$ cat config.mk
export PLATFORM = sky130hd
export DESIGN_NAME = mcu_reset_sequencer
export DESIGN_NICKNAME = d
export VERILOG_FILES = /design/src/rtl/rst_seq_pkg.sv /design/src/rtl/rst_sync_if.sv /design/src/rtl/reset_input_sync.sv /design/src/rtl/mcu_reset_sequencer.sv
export SDC_FILE = /design/constraint.sdc
export NUM_CORES = 1
export LEC_CHECK = 0
export BUFFER_PORTS_ARGS = -buffer_cell sky130_fd_sc_hd__buf_2
export CORE_AREA = 8 8 79 81
export CTS_BUF_LIST = sky130_fd_sc_hd__clkbuf_16
export DETAILED_ROUTE_END_ITERATION = 6
export DIE_AREA = 0 0 87 89
export PLACE_DENSITY_LB_ADDON = 0.3
export SLEW_MARGIN = 20
export SYNTH_ARGS = -nofsm -noshare
export SYNTH_HDL_FRONTEND = slang
export SYNTH_SLANG_ARGS = --single-unit
$ cat constraint.sdc
create_clock -name pclk -period 2.8 [get_ports pclk]
set_clock_uncertainty 0.15 [all_clocks]
set_input_delay 0.28 -clock pclk [delete_from_list [all_inputs] [get_ports pclk]]
set_output_delay 0.28 -clock pclk [all_outputs]
set_load 0.02 [all_outputs]
$ cat src/rtl/rst_seq_pkg.sv
// constants and types shared by the reset sequencer files
// How it works
// - five reset sources: pin, brown-out, software, watchdog, oscillation stop
// - pins are forced to their reset state while the reset input is low
// - the reset input low also restarts the main oscillator
// - cpu and special function regs reset through the reset input rising edge
// - after reset, execution starts at the reset vector address
// - internal ram is never cleared or initialised by any reset
// - a ram write cut by reset may be lost; no protection is given
// - pin or brown-out reset loads pull-up one from boot pin: 00h or 02h
// - soft, watchdog, osc-stop reset load pull-up one from mode bits: 00h or 02h
// - software reset keeps the processor mode bits unchanged
// - brown-out reset acts like the external pin reset, except that it sets its own status cause bit
package rst_seq_pkg;
  localparam int PADDR_W = 16;
  // printed offset is a byte-register index; bus address is four times it
  localparam logic [PADDR_W-1:0] PULLUP_ONE_IDX = 16'h03FD;
  localparam logic [PADDR_W-1:0] MODE_CTRL_IDX = 16'h0400;
  localparam logic [PADDR_W-1:0] RESET_STAT_IDX = 16'h0401;
  localparam logic [PADDR_W-1:0] PULLUP_ONE_ADDR = PULLUP_ONE_IDX << 2;
  localparam logic [PADDR_W-1:0] MODE_CTRL_ADDR = MODE_CTRL_IDX << 2;
  localparam logic [PADDR_W-1:0] RESET_STAT_ADDR = RESET_STAT_IDX << 2;
  localparam logic [7:0] PULLUP_ONE_RST = 8'h00;
  localparam logic [7:0] PULLUP_ONE_EXP = 8'h02;
  localparam int MODE_PM_LSB = 0;
  localparam int MODE_SWRST_BIT = 3;
  localparam int STAT_BUSY_BIT = 5;
  localparam logic [1:0] PM_SINGLE_CHIP = 2'h0;
  localparam int MIN_LOW_CYCLES = 20;
  localparam int RELEASE_CYCLES = 28;
  localparam logic [19:0] RESET_VECTOR_ADDR = 20'hFFFFC;
  typedef logic [1:0] pm_t;
  typedef logic [4:0] cause_t;
  localparam int CAUSE_PIN = 0;
  localparam int CAUSE_BROWNOUT = 1;
  localparam int CAUSE_SOFTWARE = 2;
  localparam int CAUSE_WATCHDOG = 3;
  localparam int CAUSE_OSC_STOP = 4;
  typedef enum logic [1:0] {ST_RUN, ST_HOLD, ST_RELEASE, ST_VECTOR} state_e;
endpackage

$ cat src/rtl/rst_sync_if.sv
// synchronised hardware reset levels between synchroniser and sequencer
`timescale 1ns/100ps
interface rst_sync_if;
  logic pin_low;
  logic brownout;
  modport src (output pin_low, output brownout);
  modport dst (input pin_low, input brownout);
endinterface

$ cat src/rtl/reset_input_sync.sv
// two-flop synchronisers for the reset pin and brown-out level
`timescale 1ns/100ps
module reset_input_sync (
  input wire logic pclk,
  input wire logic presetn,
  input wire logic reset_pin_n,
  input wire logic brownout_det,
  rst_sync_if.src sync
);
  logic [1:0] pin_q, pin_d;
  logic [1:0] bod_q, bod_d;

  // stage 0 feeds only stage 1; release never reaches logic unsynchronised
  always_comb begin
    pin_d = {pin_q[0], ~reset_pin_n};
    bod_d = {bod_q[0], brownout_det};
  end

  // comes out of presetn holding reset active
  always_ff @(posedge pclk or negedge presetn) begin
    if (!presetn) begin
      pin_q <= 2'h3;
      bod_q <= 2'h0;
    end else begin
      pin_q <= pin_d;
      bod_q <= bod_d;
    end
  end

  assign sync.pin_low = pin_q[1];
  assign sync.brownout = bod_q[1];
endmodule

$ cat src/rtl/mcu_reset_sequencer.sv
// reset sequencer with its apb-reached pull-up, mode and status registers
`timescale 1ns/100ps
module mcu_reset_sequencer #(
  parameter int RELEASE_CYCLES = rst_seq_pkg::RELEASE_CYCLES
) (
  input wire logic pclk,
  input wire logic presetn,
  input wire logic psel,
  input wire logic penable,
  input wire logic pwrite,
  input wire logic [rst_seq_pkg::PADDR_W-1:0] paddr,
  input wire logic [31:0] pwdata,
  output logic [31:0] prdata,
  output logic pready,
  output logic pslverr,
  input wire logic reset_pin_n,
  input wire logic brownout_det,
  input wire logic watchdog_underflow,
  input wire logic osc_stop_det,
  input wire logic boot_mode_pin,
  output logic pin_reset_q,
  output logic osc_restart_q,
  output logic cpu_reset_q,
  output logic special_function_regs_reset_q,
  output logic vector_fetch_q,
  output logic [19:0] vector_addr_q,
  output rst_seq_pkg::pm_t processor_mode_bits,
  output logic [7:0] pullup_control_one
);
  import rst_seq_pkg::*;

  localparam int CNT_W = $clog2(RELEASE_CYCLES + 1);
  localparam logic [CNT_W-1:0] CNT_LAST = CNT_W'(RELEASE_CYCLES - 1);

  rst_sync_if sync ();

  reset_input_sync u_sync (
    .pclk(pclk),
    .presetn(presetn),
    .reset_pin_n(reset_pin_n),
    .brownout_det(brownout_det),
    .sync(sync)
  );

  state_e state_q, state_d;
  logic [CNT_W-1:0] cnt_q, cnt_d;
  pm_t pm_q, pm_d;
  logic [7:0] pur_q, pur_d;
  cause_t cause_q, cause_d;
  logic pin_rst_d, osc_rst_d, cpu_rst_d, special_function_regs_rst_d, vec_d;
  logic [19:0] vaddr_q, vaddr_d;
  logic [31:0] rdata_q, rdata_d;
  logic ready_q, ready_d, err_q, err_d;

  logic hw_hold, wr_en, sw_req, soft_evt, hit_pur, hit_mode, hit_stat;

  // brown-out takes the very same path as the pin
  assign hw_hold = sync.pin_low | sync.brownout;
  assign wr_en = psel & penable & ready_q & pwrite;

  always_comb begin
    hit_pur = 1'b0;
    hit_mode = 1'b0;
    hit_stat = 1'b0;
    if (paddr == PULLUP_ONE_ADDR) begin
      hit_pur = 1'b1;
    end else if (paddr == MODE_CTRL_ADDR) begin
      hit_mode = 1'b1;
    end else if (paddr == RESET_STAT_ADDR) begin
      hit_stat = 1'b1;
    end
  end

  assign sw_req = wr_en & hit_mode & pwdata[MODE_SWRST_BIT];
  assign soft_evt = sw_req | watchdog_underflow | osc_stop_det;

  // apb: one wait-free access cycle, answer registered in the setup cycle
  always_comb begin
    ready_d = psel & ~penable;
    err_d = psel & ~penable & ~(hit_pur | hit_mode | hit_stat);
    rdata_d = 32'h0;
    if (psel && !penable && !pwrite) begin
      if (hit_pur) begin
        rdata_d[7:0] = pur_q;
      end else if (hit_mode) begin
        rdata_d[MODE_PM_LSB +: 2] = pm_q;
      end else if (hit_stat) begin
        rdata_d[4:0] = cause_q;
        rdata_d[STAT_BUSY_BIT] = (state_q != ST_RUN);
      end
    end
  end

  always_comb begin
    state_d = state_q;
    cnt_d = cnt_q;
    pm_d = pm_q;
    pur_d = pur_q;
    cause_d = cause_q;
    vaddr_d = vaddr_q;
    // software stores first; any reset load below overrides it
    if (wr_en && hit_pur) begin
      pur_d = pwdata[7:0];
    end
    if (wr_en && hit_mode) begin
      pm_d = pwdata[MODE_PM_LSB +: 2];
    end
    case (state_q)
      ST_RUN: begin
        if (hw_hold) begin
          state_d = ST_HOLD;
        end else if (soft_evt) begin
          state_d = ST_RELEASE;
          cnt_d = '0;
          pm_d = pm_q;
          cause_d = '0;
          cause_d[CAUSE_SOFTWARE] = sw_req;
          cause_d[CAUSE_WATCHDOG] = watchdog_underflow;
          cause_d[CAUSE_OSC_STOP] = osc_stop_det;
          // mode 10b is not defined; treated as an expansion mode
          pur_d = (pm_q == PM_SINGLE_CHIP) ? PULLUP_ONE_RST : PULLUP_ONE_EXP;
        end
      end
      ST_HOLD: begin
        // latched only while held, else the release cycle would wipe the cause
        if (hw_hold) begin
          cause_d = '0;
          cause_d[CAUSE_PIN] = sync.pin_low;
          cause_d[CAUSE_BROWNOUT] = sync.brownout;
        end
        // cpu and regs are released only after the synchronised rising edge and the release count
        if (!hw_hold) begin
          state_d = ST_RELEASE;
          cnt_d = '0;
          pm_d = PM_SINGLE_CHIP;
          pur_d = boot_mode_pin ? PULLUP_ONE_EXP : PULLUP_ONE_RST;
        end
      end
      ST_RELEASE: begin
        if (hw_hold) begin
          state_d = ST_HOLD;
        end else if (cnt_q == CNT_LAST) begin
          state_d = ST_VECTOR;
          vaddr_d = RESET_VECTOR_ADDR;
        end else begin
          cnt_d = cnt_q + 1'b1;
        end
      end
      ST_VECTOR: begin
        state_d = hw_hold ? ST_HOLD : ST_RUN;
      end
      default: begin
        state_d = ST_HOLD;
      end
    endcase
    // ram has no port here: it keeps its data, and a write cut short is
    // left to the ram itself
  end

  always_comb begin
    pin_rst_d = (state_d == ST_HOLD) || (state_d == ST_RELEASE);
    osc_rst_d = (state_d == ST_HOLD);
    cpu_rst_d = pin_rst_d;
    special_function_regs_rst_d = pin_rst_d;
    vec_d = (state_d == ST_VECTOR);
  end

  // pin release relies on the far side giving the oscillator enough clocks
  always_ff @(posedge pclk or negedge presetn) begin
    if (!presetn) begin
      state_q <= ST_HOLD;
      cnt_q <= '0;
      pm_q <= PM_SINGLE_CHIP;
      pur_q <= PULLUP_ONE_RST;
      cause_q <= '0;
      vaddr_q <= '0;
      rdata_q <= 32'h0;
      ready_q <= 1'b0;
      err_q <= 1'b0;
      pin_reset_q <= 1'b1;
      osc_restart_q <= 1'b1;
      cpu_reset_q <= 1'b1;
      special_function_regs_reset_q <= 1'b1;
      vector_fetch_q <= 1'b0;
    end else begin
      state_q <= state_d;
      cnt_q <= cnt_d;
      pm_q <= pm_d;
      pur_q <= pur_d;
      cause_q <= cause_d;
      vaddr_q <= vaddr_d;
      rdata_q <= rdata_d;
      ready_q <= ready_d;
      err_q <= err_d;
      pin_reset_q <= pin_rst_d;
      osc_restart_q <= osc_rst_d;
      cpu_reset_q <= cpu_rst_d;
      special_function_regs_reset_q <= special_function_regs_rst_d;
      vector_fetch_q <= vec_d;
    end
  end

  assign prdata = rdata_q;
  assign pready = ready_q;
  assign pslverr = err_q;
  assign vector_addr_q = vaddr_q;
  assign processor_mode_bits = pm_q;
  assign pullup_control_one = pur_q;
endmodule

==> run metrics, run 1 <==
status=completed; Tcrit/Tclk final=72.71%; I/O pin total=127; largest net degree at the start of global routing=41; CP Class=flip-flop to flip-flop; Setup TNS=0 ns; Pwr Density=581.4 nW/um^2; Initial Util=46.33%; post-CTS resize count=0; Worst-Skew Late Latency=0.28 ns; total congestion overflow=0; Post-synth EDFFs=0; Synth Register Bits=40; switch share=21.92%; # setup viols final=0; Placed Cells incl. Taps=371; async set-reset flop share out of synthesis=100.0%; Post-synth top flop=dfrtp_1; Hold EP=cause_q[3]; worst vdd ir=291.5 uV; final worst path period need=2.036 ns; Critical Path Start Type=flip-flop; Cell Area, Synth=2306 sq um; Clock power frac=51.1%; crit path launch=state_q[0]; # H-tree levels=2; first-pass GRT wire length=9218 microns; routed via count=1927; Final Hold Viols=0; Final WS setup=0.7641 ns; Flop pwr share=38.7%; cells after synthesis=250; Std-Cell Rows=26; initial antenna violation count=0; Worst Tran Pin Value=0.8706 ns; combinational power share=10.2%; Worst EP arrival=2.09 ns; pre-CTS WS=0.5303 ns; Nets=371; maxcap violations=0; Final Max Slew Viols=0; Crit path required time=2.86 ns; share of layout cells above drive strength 1=32.37%; Psw=0.3520 mW; ANT cells=0; Hold Crit Start=watchdog_underflow; Crit Reg-Reg Endpoint=cnt_q[2]; CP cell instances=nor2_1, a41oi_1, nand3_1, or3_1, a21oi_1; r2r startpoint=state_q[0]; Root Buffer=clkbuf_16; leakage power=1.397 nW; # clock sinks=40; hold path cells=3; die width=87 microns; port bufs=76; DRT iter0 DRCs=149; slew margin rel.=41.96%; post-synthesis sequential area ratio=43.68%; CP delay by family, top=flip-flops; router iterations before antenna repair=4; worst reg2reg path depth=5; TritonCTS buffer count=5; critical path endpoint category=flip-flop; wirelength, routed=5628 microns; worst path bufs/invs=0; RePlAce Congestion=0.8329; Core Area=4977 sq um; Die ar.=7743 sq um; Cell Int Power=1.253 mW; DP HPWL=4348 microns; fin cells=382; DR WL/cell=14.73 microns; r2r setup slk=0.76 ns; chip height=89 microns; vias per cell=5.045; CP peak stage delay=0.70 ns; P&R area growth vs syn=19.75%; total power=1.605 mW; RSZ-0062 raised after global routing=no; DRC=0; warnings from Yosys=0; Distinct cells, synth=41; Post-Syn Area per Cell=9.224 sq um; Worst Hold Class=input port to flip-flop; clk buf depth=2; Fin Hold WS=0.07452 ns; FILL cells=459; clk slew on worst S/H paths=0.06 ns; slowest CP cell=dfstp_2; gr usage total=15.08%; fmax=491.2 MHz; vias in the first global route=1964; CP Max Fanout=15; ANT nets after route=0; Post-CTS Setup Bufs=0; CTS tree=done
[cells in the mapped netlist, types with 2 or more instances]
cell type | number | area (sq um)
nand3_1 | 13 | 65.06
dfrtp_1 | 35 | 875.8
nor4_1 | 2 | 12.51
clkbuf_1 | 5 | 18.77
o21ai_0 | 10 | 50.05
and2_1 | 2 | 12.51
a22o_1 | 4 | 35.03
nor2b_1 | 4 | 25.02
or4_1 | 4 | 30.03
o211ai_1 | 3 | 22.52
nor4_4 | 2 | 42.54
nand2b_1 | 6 | 37.54
a21oi_1 | 14 | 70.07
inv_1 | 7 | 26.28
a32oi_1 | 3 | 26.28
ha_1 | 2 | 25.02
nor3_1 | 8 | 40.04
and4_1 | 2 | 17.52
or2_2 | 3 | 18.77
and3_1 | 2 | 12.51
o311a_1 | 2 | 20.02
nand2_1 | 30 | 112.6
nand4_1 | 5 | 31.28
o31ai_1 | 2 | 15.01
nand4b_1 | 2 | 17.52
dfstp_2 | 5 | 131.4
mux2i_1 | 2 | 20.02
nor2_1 | 12 | 45.04
buf_2 | 2 | 10.01
buf_4 | 46 | 345.3
[power groups by stage]
stage	Clock, mW	Sequential (mW)	Combinational (mW)
after floorplan	0	0.632	0.123
after global placement	0	0.632	0.157
after detailed placement	0	0.632	0.159
after CTS	0.833	0.622	0.164
after global routing	0.858	0.625	0.183
final	0.820	0.622	0.164
[cell usage in the layout, fill, tap and decap left out, types with 5 or more instances in the layout]
master,instances
a21oi_1,14
conb_1,26
nand2b_1,6
nor2_1,12
nor3_1,8
nand2_1,30
clkbuf_16,5
nand4_1,5
o21ai_0,10
inv_1,7
buf_2,76
nand3_1,13
dfstp_2,5
dfrtp_1,35
[flip-flops by register name, indices dropped and copies added (netlist names), 2 cells and up]
| signal | cells |
|---|---|
| processor_mode_bits | 2 |
| cnt_q | 5 |
| u_sync.pin_q | 2 |
| state_q | 2 |
| cause_q | 5 |
| u_sync.bod_q | 2 |
| prdata | 8 |
| pullup_control_one | 8 |
[cell families (layout without fill, tap and decap cells)]
kind of cell	after synthesis	after routing	synth area share (%)
mux	2	2	0.8682
other cells	1	26	0.1626
buf+inv	60	97	17.36
simple gates	101	101	24.20
compound gates	44	44	12.64
flops	40	40	43.68
fa+ha+maj	2	2	1.085
[final cells by class]
class / count / area, sq um / share of cell area, %
well taps: 70 / 87.58 / 3.172
flip-flops and latches: 40 / 1007 / 36.47
repair buffers: 82 / 432.9 / 15.68
clock inverters: 3 / 90.09 / 3.262
clock buffers: 5 / 125.1 / 4.531
multi-input cells: 175 / 992.2 / 35.93
inverters: 7 / 26.28 / 0.9515
[worst max path at each step]
stage / slack (ns) / end / depth (start not counted)
after floorplan: 0.94 / cnt_q[2] / 6
after global placement: 0.59 / prdata[0] / 6
after detailed placement: 0.53 / prdata[0] / 6
after CTS: 0.77 / cnt_q[2] / 5
after global routing: 0.61 / cnt_q[2] / 5
final: 0.76 / cnt_q[2] / 5
[routing by layer]
| metal | track usage (%) | share of wire (%) | vias to the layer above | wire, microns |
|---|---|---|---|---|
| met4 | 5.634 | 1.2 | 0 | 68 |
| met1 | 18.20 | 43 | 906 | 2435 |
| met5 | 0 | 0 | - | 0 |
| met2 | 25.05 | 46 | 87 | 2576 |
| li1 | - | - | 929 | - |
| met3 | 4.228 | 9.7 | 5 | 548 |
[worst reg2reg max path, delay by kind of cell (launching register included)]
kind / cells / cell delay, ns
DFF: 1 / 0.70
and+or+nand+nor: 3 / 0.58
AOI/OAI and AO/OA: 2 / 0.53
[repair_timing]
action	in CTS	in global routing
hold endpoints to repair	10	0
endpoints found under the setup margin	0	0
hold buffers	3	0
[through the flow]
stage / util [%] / area [sq um]
final: 55.48 / 2761
after global routing: 55.48 / 2761
after CTS: 55.48 / 2761
after detailed placement: 50.55 / 2516
after global placement: 50.55 / 2516
after floorplan: - / 2400
Power figures use the tool's default switching activity.
==> inputs of run 2 (changes only) <==
CORE_AREA = 8 8 81 83   (was 8 8 79 81)
DIE_AREA = 0 0 89 91   (was 0 0 87 89)
clock period = 2 ns   (was 2.8 ns; I/O delays follow)
==> run 2 against run 1 <==
Design area up 2.9%. Non-clock buffer count up 12. Flip-flop and latch count unchanged. Critical path type unchanged. Highest routed layer unchanged.
==> run metrics, run 2 (synthesis results as in run 1) <==
clk buf depth=2; critical path endpoint category=flip-flop; commonest cells after routing, fill and taps aside=buf_2, dfrtp_1, nand2_1; port bufs=76; Hold Crit Start=osc_stop_det; Critical Path Start Type=flip-flop; Flop pwr share=42.4%; DRT iter0 DRCs=95; Nets=383; DP HPWL=4614 microns; ANT nets after route=0; Final Hold Viols=0; chip height=91 microns; P&R area growth vs syn=23.22%; slowest CP cell=or4_1; Worst-Skew Late Latency=0.29 ns; Pwr Density=715.0 nW/um^2; CP Max Fanout=7; sequential cell area=1007 sq um; RSZ-0062 raised after global routing=no; Final Max Slew Viols=0; vias per cell=5.010; Psw=0.5156 mW; # clock sinks=40; # H-tree levels=2; Std-Cell Rows=27; Clock power frac=44.9%; DR WL/cell=14.83 microns; status=completed; final worst path period need=1.879 ns; DRC=0; commonest non-fill, non-tap cell in the layout=buf_2; gr usage total=14.29%; RePlAce Congestion=0.7998; leakage power=1.439 nW; hold path cells=3; area occupied by multi-input gates=1002 sq um; largest net degree at the start of global routing=22; Crit path required time=2.02 ns; Tcrit/Tclk final=93.97%; die width=89 microns; crit path launch=pready; Worst EP arrival=1.90 ns; final cell utilization of the core=53.23%; CTS tree=done; Die ar.=8099 sq um; combinational power share=12.7%; Crit Reg-Reg Endpoint=pullup_control_one[3]; router iterations before antenna repair=4; Root Buffer=clkbuf_16; first-pass GRT wire length=9156 microns; fmax=532.1 MHz; I/O pin total=127; initial antenna violation count=0; maxcap violations=0; ANT cells=0; share of layout cells above drive strength 1=35.49%; vias in the first global route=1947; TritonCTS buffer count=5; clk slew on worst S/H paths=0.06 ns; total congestion overflow=0; worst reg2reg path depth=5; r2r startpoint=pready; CP peak stage delay=0.68 ns; switch share=25.38%; Core Area=5338 sq um; Worst Hold Class=input port to flip-flop; Setup TNS=0 ns; routed via count=1984; wirelength, routed=5872 microns; # setup viols final=0; Hold EP=cause_q[4]; CP Class=flip-flop to flip-flop; Cell Int Power=1.516 mW; worst vdd ir=344.3 uV; r2r setup slk=0.12 ns; FILL cells=511; CP cell instances=nand4_1, or4_1, buf_4, nand2_1, a21oi_1; Initial Util=43.20%
[run 2: how the worst max path moves through the flow]
stage	end	slack [ns]
detailed placement	cnt_q[3]	0.04
CTS	cnt_q[3]	0.09
floorplan	cnt_q[2]	0.14
finish	pullup_control_one[3]	0.12
global placement	pullup_control_one[3]	0.05
global route	pullup_control_one[3]	0.005
[run 2: layout make-up]
class                   instances  area share, %
clock inverters                 3          1.497
clock buffers                   5          4.403
multi-input cells             175          35.27
inverters                       7         0.9247
repair buffers                 94          19.29
well taps                      72          3.170
flip-flops and latches         40          35.45
[run 2: metrics by stage]
| step | area, sq um | instances | setup WS (ns) | total power [mW] | hold slack (ns) |
|---|---|---|---|---|---|
| 2_1_floorplan | 2400 | 275 | 0.1383 | 1.057 | -0.2456 |
| 3_3_place_gp | 2634 | 385 | 0.04915 | 1.121 | 0.03773 |
| 3_5_place_dp | 2634 | 385 | 0.03771 | 1.126 | 0.04302 |
| 4_1_cts | 2831 | 396 | 0.09113 | 2.046 | 0.002333 |
| 5_1_grt | 2841 | 396 | 0.005314 | 2.104 | 0.01275 |
| 6_report | 2841 | 396 | 0.1207 | 2.032 | 0.0006368 |
[run 2: timing repair]
action                                  in CTS  in global routing
endpoints found under the setup margin       0                  3
endpoints found under the hold margin       22                  0
setup buffers                                0                  0
gates resized for setup                      0                  2
hold buffers                                 3                  0
[run 2: worst max-delay path: cells and delay by family (launching register included)]
kind / cells / cell delay, ns
AND/OR/NAND/NOR: 3 / 0.99
AO/OA/AOI/OAI: 1 / 0.06
flip-flops: 1 / 0.36
buffers and inverters: 1 / 0.20
[run 2: layer usage]
layer  GRT usage (%)  vias up  share of wire (%)
met1           16.88      942                 41
met5               0        -                  0
met3           2.973        7                8.2
li1                -      953                  -
met2           24.43       82                 49
met4           5.409        0                1.4
[run 2: power by group through the flow]
stage	Clock, mW	Combinational (mW)	Sequential, mW
2_1_floorplan	0	0.172	0.884
3_3_place_gp	0	0.247	0.874
3_5_place_dp	0	0.251	0.875
4_1_cts	0.929	0.257	0.861
5_1_grt	0.958	0.282	0.864
6_report	0.913	0.258	0.861
